$ cat src/pkg/timer8_consts.svh
// constants of the asynchronous 8-bit timer: offsets, fields, resets, taps
`ifndef TIMER8_CONSTS_SVH
`define TIMER8_CONSTS_SVH

// ************************************************************
// register byte offsets
// ************************************************************
`define OFF_CONTROL_A 8'h00
`define OFF_CONTROL_B 8'h04
`define OFF_COUNT 8'h08
`define OFF_COMPARE_A 8'h0c
`define OFF_COMPARE_B 8'h10
`define OFF_FLAG 8'h14
`define OFF_MASK 8'h18
`define OFF_ASYNC 8'h1c
`define OFF_POWER 8'h20

// ************************************************************
// field positions
// ************************************************************
`define CA_WGM_LO 0
`define CA_COM_B_LO 4
`define CA_COM_A_LO 6
`define CB_CS_LO 0
`define CB_WGM2 3
`define CB_FOC_B 6
`define CB_FOC_A 7
`define FL_OVERFLOW 0
`define FL_MATCH_A 1
`define FL_MATCH_B 2
`define AS_ASYNC_SEL 3
`define PW_REDUCE 0

// ************************************************************
// values and reset values
// ************************************************************
`define BYTE_ZERO 8'h00
`define BYTE_MAX 8'hff
`define RST_POWER_REDUCE 1'b0

// ************************************************************
// prescaler tap masks (divisor minus one)
// ************************************************************
`define PS_MASK_1 10'h000
`define PS_MASK_8 10'h007
`define PS_MASK_32 10'h01f
`define PS_MASK_64 10'h03f
`define PS_MASK_128 10'h07f
`define PS_MASK_256 10'h0ff
`define PS_MASK_1024 10'h3ff

`endif

$ cat src/pkg/timer8_pkg.sv
// types, mode enum and state structs of the asynchronous 8-bit timer
package timer8_pkg;

  typedef logic [7:0] byte_t;

  // waveform mode codes
  typedef enum logic [2:0] {
    WM_NORMAL = 3'b000,
    WM_PHASE_MAX = 3'b001,
    WM_CTC = 3'b010,
    WM_FAST_MAX = 3'b011,
    WM_RSV4 = 3'b100,
    WM_PHASE_CMP = 3'b101,
    WM_RSV6 = 3'b110,
    WM_FAST_CMP = 3'b111
  } wave_mode_e;

  // prescaler and timer tick state
  typedef struct packed {
    logic osc_prev;
    logic [9:0] prescale;
    logic tick;
  } tick_state_s;

  // one compare channel state
  typedef struct packed {
    byte_t active;
    byte_t buffer;
    logic oc;
  } chan_state_s;

  // top level state
  typedef struct packed {
    byte_t ctrl_a;
    logic [3:0] ctrl_b;
    byte_t count;
    logic dir_down;
    logic block;
    logic [2:0] flags;
    logic [2:0] mask;
    logic async_sel;
    logic power_reduce;
    logic osc_out;
    logic [31:0] prdata;
    logic pready;
    logic pslverr;
    logic [2:0] irq;
  } core_state_s;

  function automatic logic is_fast(input wave_mode_e m);
    return (m == WM_FAST_MAX) || (m == WM_FAST_CMP);
  endfunction : is_fast

  function automatic logic is_phase(input wave_mode_e m);
    return (m == WM_PHASE_MAX) || (m == WM_PHASE_CMP);
  endfunction : is_phase

  function automatic logic top_is_cmp(input wave_mode_e m);
    return (m == WM_CTC) || (m == WM_PHASE_CMP) || (m == WM_FAST_CMP);
  endfunction : top_is_cmp

endpackage : timer8_pkg

$ cat src/pkg/timer8_links_if.sv
// carriers between the timer core, its tick generator and its compare channels
`timescale 1ns/1ps

interface tick_if;
  import timer8_pkg::*;
  logic [2:0] clock_select_field; // 0 stops the timer
  logic async_clock_select; // count oscillator edges
  logic osc_level; // oscillator pin level
  logic enable; // low while power reduced
  logic tick; // one timer tick pulse
  modport gen (input clock_select_field, async_clock_select, osc_level, enable, output tick);
  modport core (output clock_select_field, async_clock_select, osc_level, enable, input tick);
endinterface : tick_if

interface chan_if;
  import timer8_pkg::*;
  logic tick; // timer tick pulse
  logic block; // matches suppressed this tick
  byte_t count; // counter value
  wave_mode_e mode; // waveform mode
  logic [1:0] com; // compare output mode
  logic force_cmp; // forced compare strobe
  logic wr; // software write of compare value
  byte_t wdata; // written value
  logic at_top; // counter equals top
  logic dir_down; // counting down
  byte_t cmp_active; // value used by comparator
  byte_t cmp_buffer; // value seen by software
  logic match; // qualified match pulse
  logic oc; // compare output state
  modport chan (input tick, block, count, mode, com, force_cmp, wr, wdata, at_top,
    dir_down, output cmp_active, cmp_buffer, match, oc);
  modport core (output tick, block, count, mode, com, force_cmp, wr, wdata, at_top,
    dir_down, input cmp_active, cmp_buffer, match, oc);
endinterface : chan_if

$ cat src/verilog/tick_gen.sv
// timer tick source: clock select, oscillator edge detect and prescaler
`timescale 1ns/1ps
`include "timer8_consts.svh"

module tick_gen (
  // clock and reset
  input wire logic clk,
  input wire logic rst_n,
  // core side
  tick_if.gen tk
);
  import timer8_pkg::*;

  tick_state_s st_reg; // registered state
  tick_state_s st_next; // next state
  logic src; // one source pulse
  logic [9:0] tap; // selected divisor mask

  // ************************************************************
  // next state
  // ************************************************************
  always_comb begin
    st_next = st_reg;
    st_next.osc_prev = tk.osc_level;
    // io clock by default, oscillator rising edges when async
    src = tk.async_clock_select ? (tk.osc_level & ~st_reg.osc_prev) : 1'b1;
    unique case (tk.clock_select_field)
      3'd1: tap = `PS_MASK_1;
      3'd2: tap = `PS_MASK_8;
      3'd3: tap = `PS_MASK_32;
      3'd4: tap = `PS_MASK_64;
      3'd5: tap = `PS_MASK_128;
      3'd6: tap = `PS_MASK_256;
      3'd7: tap = `PS_MASK_1024;
      default: tap = `PS_MASK_1;
    endcase
    st_next.tick = 1'b0;
    // stopped when no source chosen or power reduced
    if (tk.enable && (tk.clock_select_field != 3'd0) && src) begin
      st_next.prescale = st_reg.prescale + 10'h001;
      st_next.tick = ((st_reg.prescale & tap) == tap);
    end
  end

  // ************************************************************
  // state register
  // ************************************************************
  always_ff @(posedge clk or negedge rst_n) begin
    if (!rst_n) begin
      st_reg <= '0;
    end else begin
      st_reg <= st_next;
    end
  end

  assign tk.tick = st_reg.tick;

endmodule : tick_gen

$ cat src/verilog/compare_channel.sv
// one compare channel: buffered compare value, matcher and output state
`timescale 1ns/1ps

module compare_channel #(
  parameter bit TOGGLE_IN_PWM = 1'b0 // channel may toggle in compare-top pwm
) (
  // clock and reset
  input wire logic clk,
  input wire logic rst_n,
  // core side
  chan_if.chan ch
);
  import timer8_pkg::*;

  chan_state_s st_reg; // registered state
  chan_state_s st_next; // next state
  logic pwm; // any pwm mode
  logic tgl; // toggle allowed in pwm

  // qualified match: tick, equal, not blocked by count write
  assign ch.match = ch.tick & ~ch.block & (ch.count == st_reg.active);

  // ************************************************************
  // next state
  // ************************************************************
  always_comb begin
    st_next = st_reg;
    pwm = is_fast(ch.mode) | is_phase(ch.mode);
    tgl = TOGGLE_IN_PWM & ch.mode[2] & (ch.com == 2'd1);
    // software write: buffer always, active only without pwm
    if (ch.wr) begin
      st_next.buffer = ch.wdata;
      if (!pwm) begin
        st_next.active = ch.wdata;
      end
    end
    // pwm reload only at top of sequence
    if (pwm && ch.tick && ch.at_top) begin
      st_next.active = st_reg.buffer;
    end
    if (!pwm) begin
      // non pwm: match or force acts on output, com zero holds
      if (ch.match || ch.force_cmp) begin
        unique case (ch.com)
          2'd0: st_next.oc = st_reg.oc;
          2'd1: st_next.oc = ~st_reg.oc;
          2'd2: st_next.oc = 1'b0;
          2'd3: st_next.oc = 1'b1;
        endcase
      end
    end else if (is_fast(ch.mode)) begin
      // fast pwm: match then bottom action, bottom wins
      if (ch.match) begin
        if (ch.com[1]) begin
          st_next.oc = ch.com[0];
        end else if (tgl) begin
          st_next.oc = ~st_reg.oc;
        end
      end
      if (ch.tick && ch.at_top && ch.com[1]) begin
        st_next.oc = ~ch.com[0];
      end
    end else begin
      // phase correct: action depends on direction
      if (ch.match) begin
        if (ch.com[1]) begin
          st_next.oc = ch.com[0] ^ ch.dir_down;
        end else if (tgl) begin
          st_next.oc = ~st_reg.oc;
        end
      end
    end
  end

  // ************************************************************
  // state register
  // ************************************************************
  always_ff @(posedge clk or negedge rst_n) begin
    if (!rst_n) begin
      st_reg <= '0;
    end else begin
      st_reg <= st_next;
    end
  end

  assign ch.cmp_active = st_reg.active;
  assign ch.cmp_buffer = st_reg.buffer;
  assign ch.oc = st_reg.oc;

endmodule : compare_channel

$ cat src/verilog/async_timer8_compare_core.sv
// asynchronous 8-bit timer with two compare channels behind an apb slave
//
// The APB slave port and the register addresses are this design's own decisions.
`timescale 1ns/1ps
`include "timer8_consts.svh"

module async_timer8_compare_core (
  // clock and reset
  input wire logic clk,
  input wire logic rst_n,
  // apb slave
  input wire logic psel,
  input wire logic penable,
  input wire logic pwrite,
  input wire logic [7:0] paddr,
  input wire logic [31:0] pwdata,
  output logic [31:0] prdata,
  output logic pready,
  output logic pslverr,
  // oscillator pins
  input wire logic osc_pin_in,
  output logic osc_pin_out,
  // compare outputs
  output logic compare_out_a,
  output logic compare_out_b,
  // interrupt requests and service strobes
  output logic irq_overflow,
  output logic irq_match_a,
  output logic irq_match_b,
  input wire logic ack_overflow,
  input wire logic ack_match_a,
  input wire logic ack_match_b
);
  import timer8_pkg::*;

  // ************************************************************
  // declarations
  // ************************************************************
  core_state_s st_reg; // registered state
  core_state_s st_next; // next state
  tick_if tk (); // link to tick source
  chan_if cha (); // channel a link
  chan_if chb (); // channel b link
  logic setup; // apb setup phase
  logic access; // apb completing access
  logic wr; // completing write
  logic wr_ok; // write allowed (not power reduced)
  logic mapped; // address decodes
  logic tick; // timer tick pulse
  wave_mode_e mode; // waveform mode
  byte_t top; // top of sequence
  logic at_top; // counter at top
  logic at_bottom; // counter at bottom
  logic cnt_wr; // software write of count
  logic [2:0] set_f; // flag set events
  logic [2:0] clr_f; // flag clear events
  logic [31:0] rdata; // read mux value

  // ************************************************************
  // submodules
  // ************************************************************
  tick_gen u_tick (
    .clk(clk),
    .rst_n(rst_n),
    .tk(tk)
  );

  compare_channel #(.TOGGLE_IN_PWM(1'b1)) u_chan_a (
    .clk(clk),
    .rst_n(rst_n),
    .ch(cha)
  );

  compare_channel #(.TOGGLE_IN_PWM(1'b0)) u_chan_b (
    .clk(clk),
    .rst_n(rst_n),
    .ch(chb)
  );

  // ************************************************************
  // decode and counter status
  // ************************************************************
  assign setup = psel & ~penable;
  assign access = psel & penable & st_reg.pready;
  assign wr = access & pwrite;
  assign wr_ok = wr & ~st_reg.power_reduce;
  assign tick = tk.tick;
  // mode bits split over both controls
  assign mode = wave_mode_e'({st_reg.ctrl_b[`CB_WGM2], st_reg.ctrl_a[1:0]});
  assign top = top_is_cmp(mode) ? cha.cmp_active : `BYTE_MAX;
  assign at_top = (st_reg.count == top);
  assign at_bottom = (st_reg.count == `BYTE_ZERO);
  assign cnt_wr = wr_ok & (paddr == `OFF_COUNT);

  // ************************************************************
  // links to the tick source
  // ************************************************************
  assign tk.clock_select_field = st_reg.ctrl_b[2:0];
  assign tk.async_clock_select = st_reg.async_sel;
  assign tk.osc_level = osc_pin_in;
  assign tk.enable = ~st_reg.power_reduce;

  // ************************************************************
  // links to channel a
  // ************************************************************
  assign cha.tick = tick;
  assign cha.block = st_reg.block;
  assign cha.count = st_reg.count;
  assign cha.mode = mode;
  assign cha.com = st_reg.ctrl_a[`CA_COM_A_LO +: 2];
  assign cha.force_cmp = wr_ok & (paddr == `OFF_CONTROL_B) & pwdata[`CB_FOC_A];
  assign cha.wr = wr_ok & (paddr == `OFF_COMPARE_A);
  assign cha.wdata = pwdata[7:0];
  assign cha.at_top = at_top;
  assign cha.dir_down = st_reg.dir_down;

  // ************************************************************
  // links to channel b
  // ************************************************************
  assign chb.tick = tick;
  assign chb.block = st_reg.block;
  assign chb.count = st_reg.count;
  assign chb.mode = mode;
  assign chb.com = st_reg.ctrl_a[`CA_COM_B_LO +: 2];
  assign chb.force_cmp = wr_ok & (paddr == `OFF_CONTROL_B) & pwdata[`CB_FOC_B];
  assign chb.wr = wr_ok & (paddr == `OFF_COMPARE_B);
  assign chb.wdata = pwdata[7:0];
  assign chb.at_top = at_top;
  assign chb.dir_down = st_reg.dir_down;

  // ************************************************************
  // read mux
  // ************************************************************
  always_comb begin
    rdata = 32'h0000_0000;
    mapped = 1'b1;
    unique case (paddr)
      `OFF_CONTROL_A: rdata[7:0] = st_reg.ctrl_a;
      `OFF_CONTROL_B: rdata[3:0] = st_reg.ctrl_b; // force bits read zero
      `OFF_COUNT: rdata[7:0] = st_reg.count;
      `OFF_COMPARE_A: rdata[7:0] = cha.cmp_buffer;
      `OFF_COMPARE_B: rdata[7:0] = chb.cmp_buffer;
      `OFF_FLAG: rdata[2:0] = st_reg.flags;
      `OFF_MASK: rdata[2:0] = st_reg.mask;
      `OFF_ASYNC: rdata[`AS_ASYNC_SEL] = st_reg.async_sel;
      `OFF_POWER: rdata[`PW_REDUCE] = st_reg.power_reduce;
      default: mapped = 1'b0;
    endcase
  end

  // ************************************************************
  // next state
  // ************************************************************
  always_comb begin
    st_next = st_reg;
    set_f = 3'b000;
    clr_f = 3'b000;
    // apb: answer in the cycle after setup
    st_next.pready = setup;
    if (setup) begin
      st_next.prdata = rdata;
      st_next.pslverr = ~mapped;
    end
    // register writes
    if (wr_ok) begin
      unique case (paddr)
        `OFF_CONTROL_A: st_next.ctrl_a = pwdata[7:0];
        `OFF_CONTROL_B: st_next.ctrl_b = pwdata[3:0];
        `OFF_MASK: st_next.mask = pwdata[2:0];
        `OFF_ASYNC: st_next.async_sel = pwdata[`AS_ASYNC_SEL];
        `OFF_FLAG: clr_f = pwdata[2:0];
        default: ;
      endcase
    end
    // power reduce bit stays writable while the timer is off
    if (wr && (paddr == `OFF_POWER)) begin
      st_next.power_reduce = pwdata[`PW_REDUCE];
    end
    // a blocking tick consumes the block
    if (tick) begin
      st_next.block = 1'b0;
    end
    // counter sequence per mode
    if (tick) begin
      if (is_phase(mode)) begin
        if (st_reg.dir_down) begin
          if (at_bottom) begin
            st_next.dir_down = 1'b0;
            st_next.count = st_reg.count + 8'h01;
          end else begin
            st_next.count = st_reg.count - 8'h01;
          end
          set_f[`FL_OVERFLOW] = (st_reg.count == 8'h01);
        end else if (at_top) begin
          st_next.dir_down = 1'b1;
          st_next.count = st_reg.count - 8'h01;
        end else begin
          st_next.count = st_reg.count + 8'h01;
        end
      end else if ((mode == WM_CTC) || is_fast(mode)) begin
        st_next.count = at_top ? `BYTE_ZERO : st_reg.count + 8'h01;
        if (is_fast(mode)) begin
          set_f[`FL_OVERFLOW] = at_top;
        end else begin
          set_f[`FL_OVERFLOW] = (st_reg.count == `BYTE_MAX);
        end
      end else begin
        // normal and reserved codes: plain wrapping up-count
        st_next.count = st_reg.count + 8'h01;
        set_f[`FL_OVERFLOW] = (st_reg.count == `BYTE_MAX);
      end
    end
    // software count write wins and arms the block
    if (cnt_wr) begin
      st_next.count = pwdata[7:0];
      st_next.block = 1'b1;
    end
    // match flags from qualified matches
    set_f[`FL_MATCH_A] = cha.match;
    set_f[`FL_MATCH_B] = chb.match;
    // service strobes clear too
    clr_f = clr_f | {ack_match_b, ack_match_a, ack_overflow};
    // set wins over clear
    st_next.flags = (st_reg.flags & ~clr_f) | set_f;
    // requests gated by mask
    st_next.irq = st_next.flags & st_reg.mask;
    // crystal amplifier drive
    st_next.osc_out = ~osc_pin_in;
  end

  // ************************************************************
  // state register
  // ************************************************************
  always_ff @(posedge clk or negedge rst_n) begin
    if (!rst_n) begin
      st_reg <= '0;
      st_reg.power_reduce <= `RST_POWER_REDUCE;
    end else begin
      st_reg <= st_next;
    end
  end

  // ************************************************************
  // outputs
  // ************************************************************
  assign prdata = st_reg.prdata;
  assign pready = st_reg.pready;
  assign pslverr = st_reg.pslverr;
  assign osc_pin_out = st_reg.osc_out;
  assign compare_out_a = cha.oc;
  assign compare_out_b = chb.oc;
  assign irq_overflow = st_reg.irq[`FL_OVERFLOW];
  assign irq_match_a = st_reg.irq[`FL_MATCH_A];
  assign irq_match_b = st_reg.irq[`FL_MATCH_B];

endmodule : async_timer8_compare_core

$ cat config.mk
export PLATFORM = sky130hd
export DESIGN_NAME = async_timer8_compare_core
export DESIGN_NICKNAME = d
export VERILOG_FILES = /design/src/pkg/timer8_pkg.sv /design/src/pkg/timer8_links_if.sv /design/src/verilog/tick_gen.sv /design/src/verilog/compare_channel.sv /design/src/verilog/async_timer8_compare_core.sv
export VERILOG_INCLUDE_DIRS = /design/src /design/src/pkg
export SDC_FILE = /design/constraint.sdc
export NUM_CORES = 1
export LEC_CHECK = 0
export BUFFER_PORTS_ARGS = -buffer_cell sky130_fd_sc_hd__buf_2
export CAP_MARGIN = 5
export CORE_UTILIZATION = 25
export DETAILED_ROUTE_END_ITERATION = 10
export PLACE_DENSITY_LB_ADDON = 0.12
export SETUP_SLACK_MARGIN = 0.4
export SYNTH_ARGS = -nofsm -noshare
export SYNTH_HDL_FRONTEND = slang
export SYNTH_HIERARCHICAL = 1
export SYNTH_SLANG_ARGS = --single-unit
$ cat constraint.sdc
create_clock -name clk -period 6.13 [get_ports clk]
set_input_delay 0.613 -clock clk [delete_from_list [all_inputs] [get_ports clk]]
set_output_delay 0.613 -clock clk [all_outputs]
set_load 0.1 [all_outputs]
======== Word level (Yosys, flattened, before mapping) ========
Index checks and enable logic that the tools add are counted.
operators by class
  add/sub/neg operators ................... 3
  equal/unequal tests ..................... 40
  muxes and demuxes ....................... 53
  bitwise logic cells ..................... 35
  reductions and logical operators ........ 35
operator list
  kind                                                 count
  2-to-1 mux 8 bit                                     10
  one-hot mux 10 bit (6 select lines)                  1
  equality test 8 x 5 -> 1 bit, second input constant  4
  2-to-1 mux 16 bit                                    2
  2-to-1 mux 1 bit                                     30
  equality test 8 bit                                  3
  equality test 3 bit, second input constant           6
  2-to-1 mux 9 bit                                     2
  AND 1 bit                                            16
  equality test 8 x 4 -> 1 bit, second input constant  2
  logical NOT 8 bit                                    2
  one-hot mux 4 bit (4 select lines)                   1
  one-hot mux 2 bit (7 select lines)                   1
  AND reduction 2 bit                                  7
  equality test 3 x 2 -> 1 bit, second input constant  4
  inequality test 3 bit, second input constant         4
  adder 10 x 1 -> 10 bit, second input constant        1
  AND 10 bit                                           1
  equality test 10 bit                                 1
  NOT 1 bit                                            10
  nonzero test 2 bit                                   5
  OR reduction 9 bit                                   1
  adder 8 x 1 -> 8 bit, second input constant          1
  equality test 2 bit, second input constant           4
  other kinds (25)                                     47
storage, ports and cells
  flip-flop bits (word level) ............. 90

======== Logic depth before layout (Yosys ltp) ========
  depth in word-level cells ............... 11
  mapped depth ............................ 11

======== By module ========
Netlist, hierarchy kept.
by module, submodules not included
  module                      times used  cells each  area an instance (µm²)
  async_timer8_compare_core   1           361         3,235.6
  compare_channel (u_chan_a)  1           86          887.1
  compare_channel (u_chan_b)  1           83          865.8
  tick_gen                    1           49          606.8

======== Worst setup path before layout ========
Ideal clock, no wire load.
  kind .................................... register to register
  from .................................... register st_reg, in the netlist cha.mode[0]
  to ...................................... register u_chan_a.st_reg, in the netlist u_chan_a/ch.oc
  library setup time ...................... 0.128 ns
  arrival time ............................ 2.528 ns
  data required time ...................... 6.002 ns
  setup slack ............................. 3.473 ns
  stages on the path, launching flop included .. 11
  path buffers ............................ 2
  period minus slack after synthesis ...... 2.657 ns
  cells stage by stage .................... dfrtp_1 buf_2 or4b_2 o211ai_1 a22oi_2 and4_4 buf_12 a41oi_1 mux2i_1 a21oi_1 mux2_1
on the way
  longest elaborated chain between the ends .. 10
  elaborated cells on any way between the ends .. 22
  those cells by class .................... eq/ne (9); mux (4); bitwise (1); reduce/logical (8)
ends and longest elaborated chain
  element                                                              line                              text
  start: declaration                                                   async_timer8_compare_core.sv:39   core_state_s st_reg;
  start signal: assignment                                             async_timer8_compare_core.sv:239  st_reg <= st_next;
  equality test 3 x 2 -> 1 bit or equality test 3 bit (tied branches)  timer8_pkg.sv:59                  return (m == WM_CTC) || (m == WM_PHASE_CMP) || (m == WM_FAST_CMP);
  logical OR 1 bit                                                     timer8_pkg.sv:59
  logical OR 1 bit (*)                                                 timer8_pkg.sv:59
  2-to-1 mux 8 bit (no source line) (*)                                --
  equality test 8 bit (*)                                              async_timer8_compare_core.sv:91   assign at_top = (st_reg.count == top);
  named net at_top                                                     async_timer8_compare_core.sv:52   logic at_top;
  logical AND 1 bit (*) (2 in a row)                                   compare_channel.sv:60             if (ch.tick && ch.at_top && ch.com[1]) begin
  2-to-1 mux 1 bit                                                     compare_channel.sv:60
  2-to-1 mux 1 bit                                                     compare_channel.sv:51             end else if (is_fast(ch.mode)) begin
  2-to-1 mux 1 bit                                                     compare_channel.sv:41             if (!pwm) begin
  end signal: assignment                                               compare_channel.sv:82             st_reg <= st_next;
  end: declaration                                                     compare_channel.sv:15             chan_state_s st_reg;
The timed path passes the listed nets; every way through them passes the cells marked *.
A chain may end at the register's enable or synchronous reset.

======== Worst setup path in the final report ========
  from .................................... register st_reg, in the netlist cha.mode[1]
  to ...................................... register u_chan_b.st_reg, in the netlist u_chan_b/ch.oc
on the way
  longest elaborated chain between the ends .. 10
  elaborated cells on any way between the ends .. 24
  those cells by class .................... eq/ne (11); mux (4); bitwise (1); reduce/logical (8)
ends and longest elaborated chain
  element                                                                    line
  parallel branches: the longest is 10 deep, another holds 2-to-1 mux 8 bit  --
  end signal: assignment                                                     compare_channel.sv:82
  end: declaration                                                           compare_channel.sv:15
Parallel ways; which one is timed is not known.

==> impl_metrics.json <==
{
  "whs_ns": 0.219,
  "first_global_vias": 4396,
  "tns_ns": 0,
  "yosys-top-cells-area": "dfrtp_1 40%, mux2_2 5.8%, buf_4 4.4%",
  "syn_avg_cell_area_um2": 9.66,
  "final-hold-violation-count": 0,
  "leakage_nw": 2.66,
  "drc": 0,
  "ff2ff_path_depth": 9,
  "numCtsBuffers": 9,
  "clock_path_buffers": 2,
  "synthDistinctLibCells": 73,
  "place_congestion": 0.772,
  "cts_tree": "yes",
  "critical_path_class": "reg -> reg",
  "io_pins": 89,
  "seq_area_frac_synth_pct": 40.3,
  "drive_above_1_share_pct": 18.6,
  "cts.repair.resized": 0,
  "period_needed_ns": 3.44,
  "relSlewSlack_pct": 42.7,
  "cts_root_buffer": "clkbuf_16",
  "coreArea_um2": 21900,
  "regToRegSetupSlack_ns": 2.69,
  "globalRouteTotalUtil_pct": 15.8,
  "drtPass1Iterations": 5,
  "nets": 651,
  "yosysTopAreaCellShare_pct": 40.3,
  "status": "finished, final reports clean",
  "synth_cells": 579,
  "largest_reg_flops": 12,
  "setup-violations-final": 0,
  "finClkSkew_ns": 0.00930,
  "syn-cell-area_um2": 5600,
  "start_util_pct": 25.6,
  "overflow": 0,
  "worst_pin_slew_ns": 0.858,
  "final_cell_mix": "90 x dfrtp_1, 63 x nand2_1, 39 x buf_2",
  "cts_hold_buf": 0,
  "startpoint_type": "register",
  "fp.dieH_um": 152,
  "cp_data_required_time_ns": 6.38,
  "die_w_um": 152,
  "endpoint_kind": "register",
  "port_buffers": 40,
  "wl_met1_mm": 8.02,
  "synthFlopType": "dfrtp_1",
  "rows": 54,
  "post_cts_buffers": 0,
  "viasPerCell": 5.07,
  "critical_path.max_stage_delay_ns": 0.79,
  "vdd_drop_max_mv": 0.123,
  "ys_warn_count": 6,
  "yosysTopAreaCell": "dfrtp_1",
  "die-area_um2": 23000,
  "r2r_start": "cha.mode[1]$_DFFE_PN0P_",
  "antenna_cells": 0,
  "wl_per_cell_um": 19.6,
  "fmax_ghz": 0.291,
  "place_hpwl_mm": 12.1,
  "worstReg2RegEnd": "u_chan_b/ch.oc$_DFFE_PN0P_",
  "dr_wl_met2_mm": 8.43,
  "grt_antenna_before_repair": 0,
  "rsz0062_at_grt": "no",
  "clock-sinks": 90,
  "ys_ff_latch": 90,
  "slowest_stage": "dfrtp_1",
  "routed_wl_mm": 17.3,
  "finalMaxSlewViolations": 0,
  "grt_max_degree": 56,
  "synth-edff-count": 0,
  "areaGrowthSynthToFinish_pct": 11.1,
  "top_layer_used": "met4",
  "met3_length_um": 644,
  "worstHoldPathType": "in -> async",
  "fill_cells": 2341,
  "clkLatencyLatePin_ns": 0.36,
  "crit_chain": "or3b_1 > a211o_1 > a22oi_2 > and4_4 > nand4_1 > a21o_1 > o31ai_2 > nand4b_1 > o211a_1",
  "arrival_ns": 3.69,
  "maxCapViolCount": 0,
  "drtIter0Drc": 354,
  "grt_pass1_wl_mm": 26.6,
  "ant_nets": 0,
  "mostFrequentLayoutCell": "dfrtp_1",
  "clkTransAtPathRegs_ns": 0.07,
  "cts_max_level": 3,
  "path_max_fanout": 20,
  "p_per_area_nw_per_um2": 216,
  "num_vias": 4479,
  "finalCritPeriodShare_pct": 56.1,
  "async_reset_ff_share_pct": 100
}
[worst max-delay path by stage]
stage	startpoint	end	slack, ns
after floorplan	cha.mode[0]$_DFFE_PN0P_	u_chan_a/ch.oc$_DFFE_PN0P_	3.47
after global placement	cha.mode[1]$_DFFE_PN0P_	u_chan_b/ch.oc$_DFFE_PN0P_	2.79
after detailed placement	cha.mode[1]$_DFFE_PN0P_	u_chan_b/ch.oc$_DFFE_PN0P_	2.74
after CTS	cha.mode[1]$_DFFE_PN0P_	u_chan_b/ch.oc$_DFFE_PN0P_	2.75
after global routing	cha.mode[0]$_DFFE_PN0P_	u_chan_b/ch.oc$_DFFE_PN0P_	2.61
final	cha.mode[1]$_DFFE_PN0P_	u_chan_b/ch.oc$_DFFE_PN0P_	2.69
[critical path: cells and delay by family, from the launching register on]
family	cells	cell delay, ns
and+or+nand+nor	4	1.43
DFF	1	0.79
AOI/OAI and AO/OA	5	1.11
[cell usage after synthesis (all sizes together) (4+ instances only)]
library cell	count
nand2	63
o31ai	5
clkbuf	17
a22o	5
nand4	8
and2	5
a21o	4
nor3	18
or4b	8
inv	22
a31o	4
nand2b	9
xnor2	23
nand3	15
and3	9
a211oi	5
a31oi	8
o211ai	9
nor2	28
ha	4
o21ai	17
dfrtp	90
xor2	4
a21oi	15
mux2	31
a22oi	33
a211o	9
buf	43
nor2b	9
mux2i	11
[cell families (layout without fill, tap and decap cells)]
group	after synthesis	in the layout	synth area share, %
simple gates	192	192	18.1
compound gates	140	140	19.5
flops	90	90	40.3
buf+inv	82	83	8.32
mux	43	43	8.68
xor+xnor	27	27	4.23
fa+ha+maj	4	4	0.894
other cells	1	24	0.0670
[metrics by stage]
| stage | power, mW | util, % | instance area, µm² | setup slack (ns) | instances |
|---|---|---|---|---|---|
| final | 1.35 | 28.4 | 6220 | 2.69 | 883 |
| after global routing | 1.40 | 28.4 | 6220 | 2.61 | 883 |
| after CTS | 1.37 | 28.4 | 6220 | 2.75 | 883 |
| after detailed placement | 0.736 | 26.9 | 5890 | 2.74 | 867 |
| after global placement | 0.735 | 26.9 | 5890 | 2.79 | 867 |
| after floorplan | 0.709 | - | 5680 | 3.47 | 602 |
[per-layer routing]
| layer | track usage [%] | vias up |
|---|---|---|
| met3 | 2.16 | 14 |
| met2 | 26.0 | 103 |
| met5 | 0 | - |
| met1 | 21.6 | 2249 |
| li1 | - | 2113 |
| met4 | 4.55 | 0 |
[final cells by class]
type                       instances  area [µm²]  area share [%]
tap                              280         350            5.64
sequential                        90        2250            36.2
inverter                          22        82.6            1.33
timing repair buffer              45         240            3.86
clock inverter                     7         101            1.63
clock buffer                       9         225            3.62
multi-input combinational        430        2960            47.7
[where the power goes]
group          internal [mW]  leakage [nW]  total, mW  switching, mW
logic                 0.0124          1.31      0.126          0.113
registers              0.595          1.20      0.596       0.000860
clock network          0.362         0.158      0.624          0.262
total                  0.970          2.66       1.35          0.376
Power figures use the tool's default switching activity.
